File: config.mk
export PLATFORM = sky130hd
export DESIGN_NAME = sacr_ctrl_regs
export DESIGN_NICKNAME = d
export VERILOG_FILES = /design/src/common/sacr_pkg.sv /design/src/logic/sacr_pin_sync.sv /design/src/logic/sacr_coh_policy.sv /design/src/logic/sacr_ctrl_regs.sv
export SDC_FILE = /design/constraint.sdc
export NUM_CORES = 1
export LEC_CHECK = 0
export BUFFER_PORTS_ARGS = -buffer_cell sky130_fd_sc_hd__buf_2
export CAP_MARGIN = 20
export CORE_MARGIN = 2
export CORE_UTILIZATION = 39
export DETAILED_ROUTE_END_ITERATION = 12
export PLACE_DENSITY = 0.79
export RECOVER_POWER = 100
export SETUP_SLACK_MARGIN = 0.5
export SLEW_MARGIN = 5
export SYNTH_ARGS = -nofsm -noshare
export SYNTH_HDL_FRONTEND = slang
export SYNTH_SLANG_ARGS = --single-unit
File: constraint.sdc
create_clock -name clk_sys -period 1.6 [get_ports clk_sys]
set_input_delay 0.32 -clock clk_sys [delete_from_list [all_inputs] [get_ports clk_sys]]
set_output_delay 0.32 -clock clk_sys [all_outputs]
set_load 0.01 [all_outputs]
File: src/common/sacr_pkg.sv
// shared constants for the system and auxiliary control register bank
package sacr_pkg;

  // ----------------------------------------------------------------
  // access target selection
  // ----------------------------------------------------------------
  localparam logic TGT_SYSTEM = 1'h0;
  localparam logic TGT_AUX = 1'h1;

  // ----------------------------------------------------------------
  // system control field positions
  // ----------------------------------------------------------------
  localparam int SYS_XLAT_BIT = 0;
  localparam int SYS_ALIGN_BIT = 1;
  localparam int SYS_RR_BIT = 14;
  // fixed read-as-one bits [23:22], [18], [16], [6:3]; all others zero except fields [14], [1], [0]
  localparam logic [31:0] SYS_FIXED_ONES = 32'h00C5_0078;

  // ----------------------------------------------------------------
  // auxiliary control field positions
  // ----------------------------------------------------------------
  localparam int AUX_FW_BIT = 0;
  localparam int AUX_SMP_BIT = 6;
  localparam int AUX_EXCLUSIVE_CACHE_ENABLE_BIT = 7;
  localparam int AUX_ONEWAY_BIT = 8;
  localparam int AUX_PARITY_BIT = 9;

  // ----------------------------------------------------------------
  // reset values
  // ----------------------------------------------------------------
  localparam logic RST_XLAT = 1'h0;
  localparam logic RST_ALIGN = 1'h0;
  localparam logic RST_RR = 1'h0;
  localparam logic RST_FW = 1'h0;
  localparam logic RST_SMP = 1'h0;
  localparam logic RST_EXCLUSIVE_CACHE_ENABLE = 1'h0;
  localparam logic RST_ONEWAY = 1'h0;
  localparam logic RST_PARITY = 1'h0;

  // ----------------------------------------------------------------
  // pin synchroniser depth and bank count
  // ----------------------------------------------------------------
  localparam int SYNC_STAGES = 3;
  localparam int NUM_BANKS = 2;
  localparam int BANK_NONSECURE = 0;
  localparam int BANK_SECURE = 1;

endpackage

File: src/logic/sacr_pin_sync.sv
// three-stage pin synchroniser that accepts a change once stages two and three agree
`timescale 1ns/1ps
`default_nettype none
module sacr_pin_sync
  import sacr_pkg::*;
(
  input wire logic clk_sys,
  input wire logic rst,
  input wire logic pin_in,
  output var logic level_out
);

  // ----------------------------------------------------------------
  // synchroniser chain
  // ----------------------------------------------------------------
  logic [SYNC_STAGES-1:0] chain_q;
  logic level_q;
  wire stages_agree = (chain_q[1] == chain_q[2]);

  // shift the pin through three flops; stage one feeds only stage two
  always_ff @(posedge clk_sys) begin
    if (rst) begin
      chain_q <= '0;
    end else begin
      chain_q <= {chain_q[SYNC_STAGES-2:0], pin_in};
    end
  end

  // take the new level only when the last two stages match
  always_ff @(posedge clk_sys) begin
    if (rst) begin
      level_q <= 1'h0;
    end else if (stages_agree) begin
      level_q <= chain_q[2];
    end
  end

  assign level_out = level_q;

endmodule
`default_nettype wire

File: src/logic/sacr_coh_policy.sv
// coherency and cache policy controls derived from the auxiliary fields
`timescale 1ns/1ps
`default_nettype none
module sacr_coh_policy
  import sacr_pkg::*;
#(
  parameter int MULTI_CORE = 1
) (
  input wire logic clk_sys,
  input wire logic rst,
  input wire logic smp_en,
  input wire logic fw_en,
  input wire logic exclusive_cache_enable_en,
  input wire logic evict_valid,
  input wire logic evict_wb_cacheable,
  input wire logic evict_l1_allocated,
  output var logic inner_shared_noncacheable,
  output var logic maint_broadcast_send_en,
  output var logic maint_broadcast_accept_en,
  output var logic coherent_request_en,
  output var logic l2_fill_on_evict
);

  // ----------------------------------------------------------------
  // derived enables
  // ----------------------------------------------------------------
  localparam logic MP = (MULTI_CORE != 0);
  logic fill_q;
  wire noncache_d = ~smp_en;
  wire coh_d = MP & smp_en;
  wire bcast_d = coh_d & fw_en;
  wire fill_d = exclusive_cache_enable_en & evict_valid & evict_wb_cacheable & evict_l1_allocated;

  // register the eviction fill pulse so the data output comes from a flop
  always_ff @(posedge clk_sys) begin
    if (rst) begin
      fill_q <= 1'h0;
    end else begin
      fill_q <= fill_d;
    end
  end

  assign inner_shared_noncacheable = noncache_d;
  assign maint_broadcast_send_en = bcast_d;
  assign maint_broadcast_accept_en = bcast_d;
  assign coherent_request_en = coh_d;
  assign l2_fill_on_evict = fill_q;

endmodule
`default_nettype wire

File: src/logic/sacr_ctrl_regs.sv
// system and auxiliary control register bank reached by coprocessor accesses
//
// Overview of operation
// - system bit 1 enables strict alignment fault checks, resets clear
// - system bit 0 turns address translation on, resets clear
// - any user mode access to system control traps as undefined
// - secure privileged system write while lock is high traps undefined
// - non-secure writes to secure-modify-only fields leave them unchanged
// - reads of secure-modify-only fields return the secure copy
// - writes to read-only system fields have no effect
// - auxiliary register: privileged only, one shared copy, secure writes all
// - non-secure aux: read-only unless permit set, then only participation bit
// - participation clear makes inner shareable memory non-cacheable
// - multiprocessor broadcast of maintenance needs participation and broadcast enable
// - accepting peer maintenance needs participation and broadcast enable
// - participating multiprocessor core exchanges coherent write-back requests
// - aux bit 9 enables parity, resets clear, zero without parity hardware
// - aux bit 8 limits allocation to one way, resets zero
// - aux bit 7 selects exclusive caching, resets disabled
// - exclusive mode fills second level only on qualifying first level eviction
// - aux bit 6 shows coherency participation, resets zero
// - aux bit 0 enables broadcast, resets clear, zero on single core
`timescale 1ns/1ps
`default_nettype none
module sacr_ctrl_regs
  import sacr_pkg::*;
#(
  parameter int MULTI_CORE = 1,
  parameter int PARITY_PRESENT = 1
) (
  input wire logic clk_sys,
  input wire logic rst,
  input wire logic acc_valid,
  input wire logic acc_write,
  input wire logic acc_target,
  input wire logic acc_user,
  input wire logic acc_secure,
  input wire logic [31:0] acc_wdata,
  input wire logic core_secure,
  input wire logic secure_config_write_lock,
  input wire logic nonsecure_coherency_write_permit,
  input wire logic evict_valid,
  input wire logic evict_wb_cacheable,
  input wire logic evict_l1_allocated,
  output var logic acc_done,
  output var logic acc_undef,
  output var logic [31:0] acc_rdata,
  output var logic translation_en,
  output var logic align_check_en,
  output var logic round_robin_en,
  output var logic parity_check_en,
  output var logic single_way_alloc_en,
  output var logic exclusive_cache_enable,
  output var logic coherency_participation,
  output var logic maintenance_broadcast_enable,
  output var logic inner_shared_noncacheable,
  output var logic maint_broadcast_send_en,
  output var logic maint_broadcast_accept_en,
  output var logic coherent_request_en,
  output var logic l2_fill_on_evict
);

  // ----------------------------------------------------------------
  // elaboration checks
  // ----------------------------------------------------------------
  if (MULTI_CORE != 0 && MULTI_CORE != 1) begin : g_chk_mc
    $error("MULTI_CORE must be 0 or 1");
  end
  if (PARITY_PRESENT != 0 && PARITY_PRESENT != 1) begin : g_chk_par
    $error("PARITY_PRESENT must be 0 or 1");
  end

  localparam logic HAS_MP = (MULTI_CORE != 0);
  localparam logic HAS_PARITY = (PARITY_PRESENT != 0);

  // ----------------------------------------------------------------
  // lock pin synchroniser
  // ----------------------------------------------------------------
  logic lock_sync;

  sacr_pin_sync u_lock_sync (
    .clk_sys(clk_sys),
    .rst(rst),
    .pin_in(secure_config_write_lock),
    .level_out(lock_sync)
  );

  // ----------------------------------------------------------------
  // register state
  // ----------------------------------------------------------------
  logic [NUM_BANKS-1:0] xlat_q;
  logic [NUM_BANKS-1:0] align_q;
  logic rr_q;
  logic parity_q;
  logic oneway_q;
  logic exclusive_cache_enable_q;
  logic smp_q;
  logic fw_q;
  logic done_q;
  logic undef_q;
  logic [31:0] rdata_q;

  // ----------------------------------------------------------------
  // access decode
  // ----------------------------------------------------------------
  wire tgt_sys = (acc_target == TGT_SYSTEM);
  wire tgt_aux = (acc_target == TGT_AUX);
  // user mode traps on system control
  wire undef_user_sys = acc_valid & acc_user & tgt_sys;
  // user mode also traps on the auxiliary register
  wire undef_user_aux = acc_valid & acc_user & tgt_aux;
  wire undef_lock = acc_valid & acc_write & acc_secure & ~acc_user & lock_sync;
  wire undef_d = undef_user_sys | undef_user_aux | undef_lock;
  wire acc_ok = acc_valid & ~undef_d;
  wire wr_ok = acc_ok & acc_write;
  wire sys_wr = wr_ok & tgt_sys;
  // secure writes reach every aux field
  wire aux_wr_full = wr_ok & tgt_aux & acc_secure;
  // non-secure writes reach only participation, and only when permitted
  wire aux_wr_smp = wr_ok & tgt_aux & ~acc_secure & nonsecure_coherency_write_permit;
  // secure-modify-only fields take secure writes alone
  wire rr_wr = sys_wr & acc_secure;

  // ----------------------------------------------------------------
  // banked system control fields, one copy per security state
  // ----------------------------------------------------------------
  genvar bank;
  for (bank = 0; bank < NUM_BANKS; bank++) begin : g_bank
    wire bank_hit = sys_wr & (acc_secure == (bank == BANK_SECURE));
    always_ff @(posedge clk_sys) begin
      if (rst) begin
        xlat_q[bank] <= RST_XLAT;
        align_q[bank] <= RST_ALIGN;
      end else if (bank_hit) begin
        xlat_q[bank] <= acc_wdata[SYS_XLAT_BIT];
        align_q[bank] <= acc_wdata[SYS_ALIGN_BIT];
      end
    end
  end

  // replacement policy bit held only as the secure copy
  always_ff @(posedge clk_sys) begin
    if (rst) begin
      rr_q <= RST_RR;
    end else if (rr_wr) begin
      rr_q <= acc_wdata[SYS_RR_BIT];
    end
  end

  // ----------------------------------------------------------------
  // auxiliary control fields, one copy shared by both states
  // ----------------------------------------------------------------
  // parity enable sticks at zero without parity hardware
  wire parity_d = aux_wr_full ? (HAS_PARITY & acc_wdata[AUX_PARITY_BIT]) : parity_q;
  // broadcast enable sticks at zero on a single core
  wire fw_d = aux_wr_full ? (HAS_MP & acc_wdata[AUX_FW_BIT]) : fw_q;
  // participation written by secure or permitted non-secure code
  wire smp_d = (aux_wr_full | aux_wr_smp) ? acc_wdata[AUX_SMP_BIT] : smp_q;

  always_ff @(posedge clk_sys) begin
    if (rst) begin
      parity_q <= RST_PARITY;
      oneway_q <= RST_ONEWAY;
      exclusive_cache_enable_q <= RST_EXCLUSIVE_CACHE_ENABLE;
      smp_q <= RST_SMP;
      fw_q <= RST_FW;
    end else begin
      parity_q <= parity_d;
      smp_q <= smp_d;
      fw_q <= fw_d;
      if (aux_wr_full) begin
        oneway_q <= acc_wdata[AUX_ONEWAY_BIT];
        exclusive_cache_enable_q <= acc_wdata[AUX_EXCLUSIVE_CACHE_ENABLE_BIT];
      end
    end
  end

  // ----------------------------------------------------------------
  // read data assembly
  // ----------------------------------------------------------------
  wire rd_bank_xlat = acc_secure ? xlat_q[BANK_SECURE] : xlat_q[BANK_NONSECURE];
  wire rd_bank_align = acc_secure ? align_q[BANK_SECURE] : align_q[BANK_NONSECURE];
  // secure copy read by all, fixed bits unchanged by writes
  wire [31:0] sys_rdata = SYS_FIXED_ONES
                        | (32'(rr_q) << SYS_RR_BIT)
                        | (32'(rd_bank_align) << SYS_ALIGN_BIT)
                        | (32'(rd_bank_xlat) << SYS_XLAT_BIT);
  // reserved aux bits read as zero
  wire [31:0] aux_rdata = (32'(parity_q) << AUX_PARITY_BIT)
                        | (32'(oneway_q) << AUX_ONEWAY_BIT)
                        | (32'(exclusive_cache_enable_q) << AUX_EXCLUSIVE_CACHE_ENABLE_BIT)
                        | (32'(smp_q) << AUX_SMP_BIT)
                        | (32'(fw_q) << AUX_FW_BIT);
  wire rd_ok = acc_ok & ~acc_write;
  wire [31:0] rdata_d = rd_ok ? (tgt_sys ? sys_rdata : aux_rdata) : 32'h0000_0000;

  // answer one cycle after each access is taken
  always_ff @(posedge clk_sys) begin
    if (rst) begin
      done_q <= 1'h0;
      undef_q <= 1'h0;
      rdata_q <= 32'h0000_0000;
    end else begin
      done_q <= acc_valid;
      undef_q <= undef_d;
      rdata_q <= rdata_d;
    end
  end

  // ----------------------------------------------------------------
  // policy controls
  // ----------------------------------------------------------------
  sacr_coh_policy #(
    .MULTI_CORE(MULTI_CORE)
  ) u_policy (
    .clk_sys(clk_sys),
    .rst(rst),
    .smp_en(smp_q),
    .fw_en(fw_q),
    .exclusive_cache_enable_en(exclusive_cache_enable_q),
    .evict_valid(evict_valid),
    .evict_wb_cacheable(evict_wb_cacheable),
    .evict_l1_allocated(evict_l1_allocated),
    .inner_shared_noncacheable(inner_shared_noncacheable),
    .maint_broadcast_send_en(maint_broadcast_send_en),
    .maint_broadcast_accept_en(maint_broadcast_accept_en),
    .coherent_request_en(coherent_request_en),
    .l2_fill_on_evict(l2_fill_on_evict)
  );

  // ----------------------------------------------------------------
  // outputs
  // ----------------------------------------------------------------
  // running core uses the bank of its current security state
  assign translation_en = core_secure ? xlat_q[BANK_SECURE] : xlat_q[BANK_NONSECURE];
  assign align_check_en = core_secure ? align_q[BANK_SECURE] : align_q[BANK_NONSECURE];
  assign round_robin_en = rr_q;
  assign parity_check_en = parity_q;
  assign single_way_alloc_en = oneway_q;
  assign exclusive_cache_enable = exclusive_cache_enable_q;
  assign coherency_participation = smp_q;
  assign maintenance_broadcast_enable = fw_q;
  assign acc_done = done_q;
  assign acc_undef = undef_q;
  assign acc_rdata = rdata_q;

endmodule
`default_nettype wire

# Word level (Yosys, flattened, before mapping)
# Cells that the tools add are included.
# word_totals
latch_bits,0
memories,0
mem_bits_ro,0
in_bits,45
mem_bits_rw,0
reg_bits,49
# op_classes
magnitude_cmp,0
add_sub_neg,0
n_mul,0
bitwise,37
n_reduce_logical,1
eq_ne,1
n_div,0
shifts,0
mux,5
# op_table
cell,count
$mux 24,1
$or 24x1->24,1
$or 24x2->24,1
$and 1x1->1,21
$or 10x1->10,1
$or 10x7->10,1
$or 10x8->10,1
$or 10x9->10,1
$not 1->1,7
$mux 1,4
$or 1x1->1,3
$reduce_or 2->1,1
$eq 1x1->1,1

# Longest topological paths before layout
# Gate-level depths: netlist (run 1).
# depth
ltp_word,12
depth_mapped,4

# Hierarchy
# Synthesis (run 1) repeated with hierarchy kept, for this count alone.
# hier_totals
cells_unflattened,120
area_unflattened_um2,1172.4
# by_module_without_submodules
module,instances,cells_per_inst,area_per_inst_um2
sacr_ctrl_regs,1,103,1004.7
sacr_pin_sync,1,10,112.6
sacr_coh_policy,1,7,55.1

# Least setup slack after synthesis (run 1)
# OpenSTA, ideal clock, no wires.
# synth_path
path_kind,input port to flip-flop
startpoint,in acc_user
endpoint,reg xlat_q[1]
setup_slack_ps,280
arrival_time_ps,1201
cell_stages,4
path_cell_list,nand3b_4 > or4b_1 > buf_2 > mux2i_1
# synth_between
elab_chain_cells,9
# synth_lines
item,line,text
from (decl),sacr_ctrl_regs.sv:36,"input wire logic acc_user,"
$and 1x1->1 or $not 1->1 (tied branches),"sacr_ctrl_regs.sv:109, sacr_ctrl_regs.sv:111, sacr_ctrl_regs.sv:112",
"$and 1x1->1, on equally long branches","sacr_ctrl_regs.sv:109, sacr_ctrl_regs.sv:111, sacr_ctrl_regs.sv:112",
$or 1x1->1 or $and 1x1->1 (tied branches),"sacr_ctrl_regs.sv:113, sacr_ctrl_regs.sv:112",
$or 1x1->1 *,sacr_ctrl_regs.sv:113,wire undef_d = undef_user_sys | undef_user_aux | undef_lock;
$not 1->1 *,sacr_ctrl_regs.sv:114,wire acc_ok = acc_valid & ~undef_d;
$and 1x1->1 *,sacr_ctrl_regs.sv:114,
$and 1x1->1 *,sacr_ctrl_regs.sv:115,wire wr_ok = acc_ok & acc_write;
$and 1x1->1 *,sacr_ctrl_regs.sv:116,wire sys_wr = wr_ok & tgt_sys;
$and 1x1->1 *,sacr_ctrl_regs.sv:129,wire bank_hit = sys_wr & (acc_secure == (bank == BANK_SECURE));
"to (signal, indexed assignment)",sacr_ctrl_regs.sv:135,xlat_q[bank] <= acc_wdata[SYS_XLAT_BIT];
to (decl),sacr_ctrl_regs.sv:91,logic [NUM_BANKS-1:0] xlat_q;
# Mark *: on every way between the ends. The rest lies on a longest branch, timed or not.
# A chain may end at the register's enable or synchronous reset.

# Worst setup path in the final report (run 1)
# layout_path
startpoint,"reg smp_q, in the netlist coherency_participation"
endpoint,out maint_broadcast_accept_en
# layout_between
elab_chain_cells,1
# layout_lines
item,line,text
from (decl),sacr_ctrl_regs.sv:97,logic smp_q;
from (signal assigned),sacr_ctrl_regs.sv:169,smp_q <= smp_d;
$and 1x1->1,sacr_coh_policy.sv:31,wire bcast_d = coh_d & fw_en;
to (decl),sacr_ctrl_regs.sv:58,"output var logic maint_broadcast_accept_en,"
# No other way between the ends.

==> results of run 1 <==
## Yosys cell counts, types with 2 or more instances
master,count,share of area (%)
mux2_2,3,2.8
nor4_1,3,1.6
nor2b_1,4,2.1
nor3_1,3,1.3
clkbuf_1,2,0.63
and2_1,5,2.6
nand2_1,3,0.95
dfxtp_1,26,44
nand2b_1,20,11
mux2i_1,11,9.3
buf_4,25,16
buf_2,2,0.84
inv_1,4,1.3
## per-stage QoR
stage               utilization [%]  setup slack, ns  total power [mW]  instances
finish                        53.49           0.1939             1.234        214
global route                  53.49           0.1139             1.290        214
CTS                           56.22           0.2178             1.242        212
detailed placement            45.92           0.1164            0.7904        195
global placement              45.92           0.1237            0.7887        195
floorplan                         -           0.3162            0.7769        138
## worst max-delay path, cell delays in order (launching register included)
cell	delay, ns
dfxtp_1	0.40
and2_0	0.20
clkbuf_1	0.17
## state kept, by name (all words and copies together), names as in the netlist, 2 cells and up
signal               flops
xlat_q                   2
align_q                  2
u_lock_sync.chain_q      3
acc_rdata                9
## layer usage
metal	GRT usage (%)	part of all wire, %
met1	13.40	36
met2	25.75	57
met3	2.183	5.9
met4	10.06	0.91
met5	0	0
## path summary, 6_finish.rpt
kind	cells after the start	slack [ns]	start	to
setup / recovery	2	0.19	coherency_participation	maint_broadcast_accept_en
hold / removal	2	0.20	acc_user	acc_rdata[5]
setup reg to reg	4	0.29	u_lock_sync.level_out	exclusive_cache_enable
hold reg to reg	1	0.45	u_lock_sync.chain_q[0]	u_lock_sync.chain_q[1]
## kinds of logic (layout without fill, tap and decap cells)
kind of cell    count (synthesis)  after routing  share of synthesized area (%)
compound gates                  6              6                          3.470
buf+inv                        33             76                          18.51
flops                          26             26                          43.74
mux                            14             14                          12.09
other cells                     1             18                         0.3152
simple gates                   41             41                          21.87
## power by group through the flow
| stage | Sequential, mW | Clock, mW | Combinational, mW |
|---|---|---|---|
| 2_1_floorplan | 0.679 | 0 | 0.0979 |
| 3_5_place_dp | 0.677 | 0 | 0.114 |
| 6_report | 0.662 | 0.441 | 0.131 |
| 4_1_cts | 0.660 | 0.450 | 0.132 |
| 3_3_place_gp | 0.676 | 0 | 0.112 |
| 5_1_grt | 0.664 | 0.482 | 0.143 |
## layout make-up
| type | count | area (um^2) | area share, % |
|---|---|---|---|
| Multi-Input combinational cell | 79 | 533.0 | 33.46 |
| Sequential cell | 26 | 523.0 | 32.84 |
| Timing Repair Buffer | 68 | 427.9 | 26.87 |
| Tap cell | 33 | 41.29 | 2.592 |
| Clock inverter | 1 | 30.03 | 1.885 |
| Clock buffer | 3 | 22.52 | 1.414 |
| Inverter | 4 | 15.01 | 0.9427 |
## what timing repair did
action / CTS / global route
endpoints found under the setup margin: 24 / 39
resized for setup: 40 / 8
pin swaps: 2 / 1
setup buffers: 13 / 2
==> results.cfg, run 1 <==
[outcome]
status = completed

[timing]
worst_pin_slew_ns = 0.6452
fin_setup_tns_ns = 0
relSlewSlack_pct = 56.99
setup_violations = 0
fin_crit_ns = 1.406
skew_ns = 0.01138
grt_setup_unrepaired = yes
drv_slew = 0
clock.fmax_ghz = 0.7112
whs_ns = 0.2026
finalHoldViolations = 0
fin_crit_sh_pct = 87.88

[routing]
wl_um = 2624
drc = 0
wl_per_cell_um = 12.26
drt-initial-drc-count = 13
vias_per_cell = 4.519
final_antenna_net_count = 0
drt_pass1_iterations = 4
vias = 967

[die]
start_util_pct = 39.96
die_y_um = 59.24
io_pins = 92
die_w_um = 59.24
rows = 20
core_area_mm2 = 0.002978
die_area_mm2 = 0.003509

[cells_and_area]
fin_area_mm2 = 0.001593
layout_common_cells = dfxtp_1 (24), clkbuf_1 (23), nand2b_1 (20)
antenna_cells = 0
drive_above_1_share_pct = 31.49
num-fill-cells = 287
layout.nets = 227
layout_commonest_cell = dfxtp_1
area_growth_pct = 33.86

[placed_design]
placed_area_mm2 = 0.001368
place_congestion = 0.7205
portBuffers = 48
place_hpwl_um = 1530

[clock_tree]
clkLatencyLatePin_ns = 0.32
cts_buffers = 3
cts_max_path_buffers = 2
root_buffer = clkbuf_4
clkTransAtPathRegs_ns = 0.14
cts_sinks = 26
ctsHoldBuffers = 0
cts_tree = done
cts-htree-levels = 1

[yosys]
ys_warn_count = 0
avgSynthCellArea_um2 = 9.834
ys_ff_latch = 26
synthArstFlopShare_pct = 0
synthesis.instances = 121
synth_edf_count = 0
ys_types = 23
yosysSeqAreaShare_pct = 43.74
synthesis.area_mm2 = 0.001190
synthFlopType = dfxtp_1

[power]
power.switching_mw = 0.2658
clkPwrFrac_pct = 35.8
power.leakage_nw = 0.7273
p_sw_share_pct = 21.54
sequentialPowerShare_pct = 53.7
combPwrFrac_pct = 10.6
internal_power_mw = 0.9683
p_per_area_mw_per_mm2 = 774.8
ir_drop_v = 0.0002986

[global_route]
grt_pass1_wl_um = 3553
grt_start_max_net_pins = 22
grt_pass1_vias = 843
gr-total-overflow = 0
gr-usage-all-layers_pct = 13.79
antenna_found_initial = 0

[min_path]
holdCritPathClass = primary input to flip-flop

[critical_path]
cp.required_ns = 1.28
start_kind = flip-flop
crit_type = flip-flop to output pin
cp_max_fo = 4
cp.arrival_ns = 1.09
worstSetupEndpointType = output pin

[run]
maxCapViolCount = 0
No activity file was read; power rests on OpenSTA's default activity.
==> run 2, diff against run 1 <==
Settings changed: CORE_UTILIZATION 39 to 35, PLACE_DENSITY 0.79 to 0.75.
Clock period 1.6 ns to 1.2 ns, I/O delays scaled along.
==> run 2 against run 1 <==
  * The flow now finishes with violations (setup timing)
  * Die area grew 11%
  * First-iteration DRC count grew 77%
  * Clock-buffer cell count grew 1
==> results.cfg, run 2 (synthesis gave the netlist of run 1 again) <==
[outcome]
status = finished, violations left
violations = setup timing

[power]
ir_drop_v = 0.0003293
internal_power_mw = 1.195
p_sw_share_pct = 24.15
sequentialPowerShare_pct = 55.9
power.switching_mw = 0.3804
power.leakage_nw = 0.9275
p_per_area_mw_per_mm2 = 788.3
clkPwrFrac_pct = 27.3
combPwrFrac_pct = 16.8

[timing]
setup_violations = 5
fin_crit_sh_pct = 107.4
skew_ns = 0.007774
finalHoldViolations = 0
grt_setup_unrepaired = yes
worst_pin_slew_ns = 0.7028
fin_crit_ns = 1.288
postLayoutSetupSlackWorst_ns = -0.08850
relSlewSlack_pct = 53.15
drv_slew = 0
clock.fmax_ghz = 0.7761

[run]
maxCapViolCount = 0

[die]
core_area_mm2 = 0.003311
die_w_um = 62.31
die_area_mm2 = 0.003882
rows = 21
die_y_um = 62.31
io_pins = 92
start_util_pct = 35.94

[global_route]
antenna_found_initial = 0
grt_pass1_vias = 1023
grt_pass1_wl_um = 4609
gr-usage-all-layers_pct = 15.04
grt_start_max_net_pins = 22
gr-total-overflow = 0

[clock_tree]
clkTransAtPathRegs_ns = 0.14
cts_sinks = 26
clkLatencyLatePin_ns = 0.32
cts_max_path_buffers = 2
cts-htree-levels = 1
cts_buffers = 3
root_buffer = clkbuf_4
cts_tree = done

[min_path]
holdCritPathClass = primary input to flip-flop

[routing]
wl_um = 3344
drt-initial-drc-count = 23
final_antenna_net_count = 0
drt_pass1_iterations = 4
vias = 1028
wl_per_cell_um = 13.99
vias_per_cell = 4.301
drc = 0

[cells_and_area]
seq_area_um2 = 551.8
largest_reg_flops = 9
layout_common_cells = buf_6 (39), buf_2 (20), nand2b_1 (19)
drive_above_1_share_pct = 58.03
final_util_pct = 60.36
layout.cells.non_filler = 239
layout_commonest_cell = buf_6
area_growth_pct = 67.93
layout.nets = 239
antenna_cells = 0
num-fill-cells = 257
multiInputGateArea_um2 = 603.1

[critical_path]
cp_max_fo = 2
worstSetupEndpointType = output pin
start_kind = flip-flop
cp.arrival_ns = 1.05
crit_type = flip-flop to output pin
cp.required_ns = 0.96

[placed_design]
portBuffers = 48
dp.cells = 214
place_congestion = 0.7583
place_hpwl_um = 1731
[run 2: changes by cell type in the layout (fill, tap and decap cells not counted), sizes merged]
cell,before,now
bufinv,1,0
buf,45,76
clkbuf,26,8
[run 2: worst max-delay path: stages (launching register included)]
cell and delay (ns):
dfxtp_2 0.34, mux2_4 0.27, buf_6 0.12
[run 2: final timing paths]
path / start / to / slack, ns / cells after the start
setup reg to reg: u_lock_sync.level_out / coherency_participation / 0.03 / 4
hold / removal: evict_l1_allocated / u_policy.l2_fill_on_evict / 0.12 / 3
hold reg to reg: u_lock_sync.chain_q[0] / u_lock_sync.chain_q[1] / 0.45 / 1
setup / recovery: align_q[0] / align_check_en / -0.09 / 2
[run 2: what timing repair did]
action	CTS	global route
hold buffers	0	0
setup endpoints to repair	48	50
pin swaps	7	6
resized for setup	58	22
setup buffers	17	4
[run 2: per-layer routing]
metal / vias up / wire [um] / global-route usage (%)
li1: 491 / - / -
met1: 483 / 1219 / 14.77
met2: 48 / 1887 / 29.35
met3: 6 / 184 / 2.536
met4: 0 / 53 / 8.611
met5: - / 0 / 0
[run 2: area by class of cell]
class	count	share of cell area, %
clock buffers	4	1.816
flip-flops and latches	26	27.61
repair buffers	80	36.51
inverters	4	1.002
multi-input cells	79	30.18
well taps	46	2.880
[run 2: power groups by stage]
stage / registers (mW) / clock network [mW] / logic, mW
global placement: 0.899 / 0 / 0.179
CTS: 0.879 / 0.440 / 0.249
finish: 0.880 / 0.431 / 0.265
detailed placement: 0.899 / 0 / 0.182
global route: 0.882 / 0.486 / 0.282
floorplan: 0.903 / 0 / 0.144
[run 2: per-stage QoR]
step	power, mW	hold slack [ns]	instance area (um^2)	setup TNS (ns)	worst slack, ns
2_1_floorplan	1.047	0.3089	1353	-0.01037	-0.003841
3_3_place_gp	1.078	0.4197	1499	-0.9807	-0.1587
3_5_place_dp	1.081	0.4223	1499	-1.022	-0.1810
4_1_cts	1.569	0.1244	1944	-0.1822	-0.08533
5_1_grt	1.650	0.1064	1998	-0.5069	-0.1372
6_report	1.575	0.1238	1998	-0.1794	-0.08850
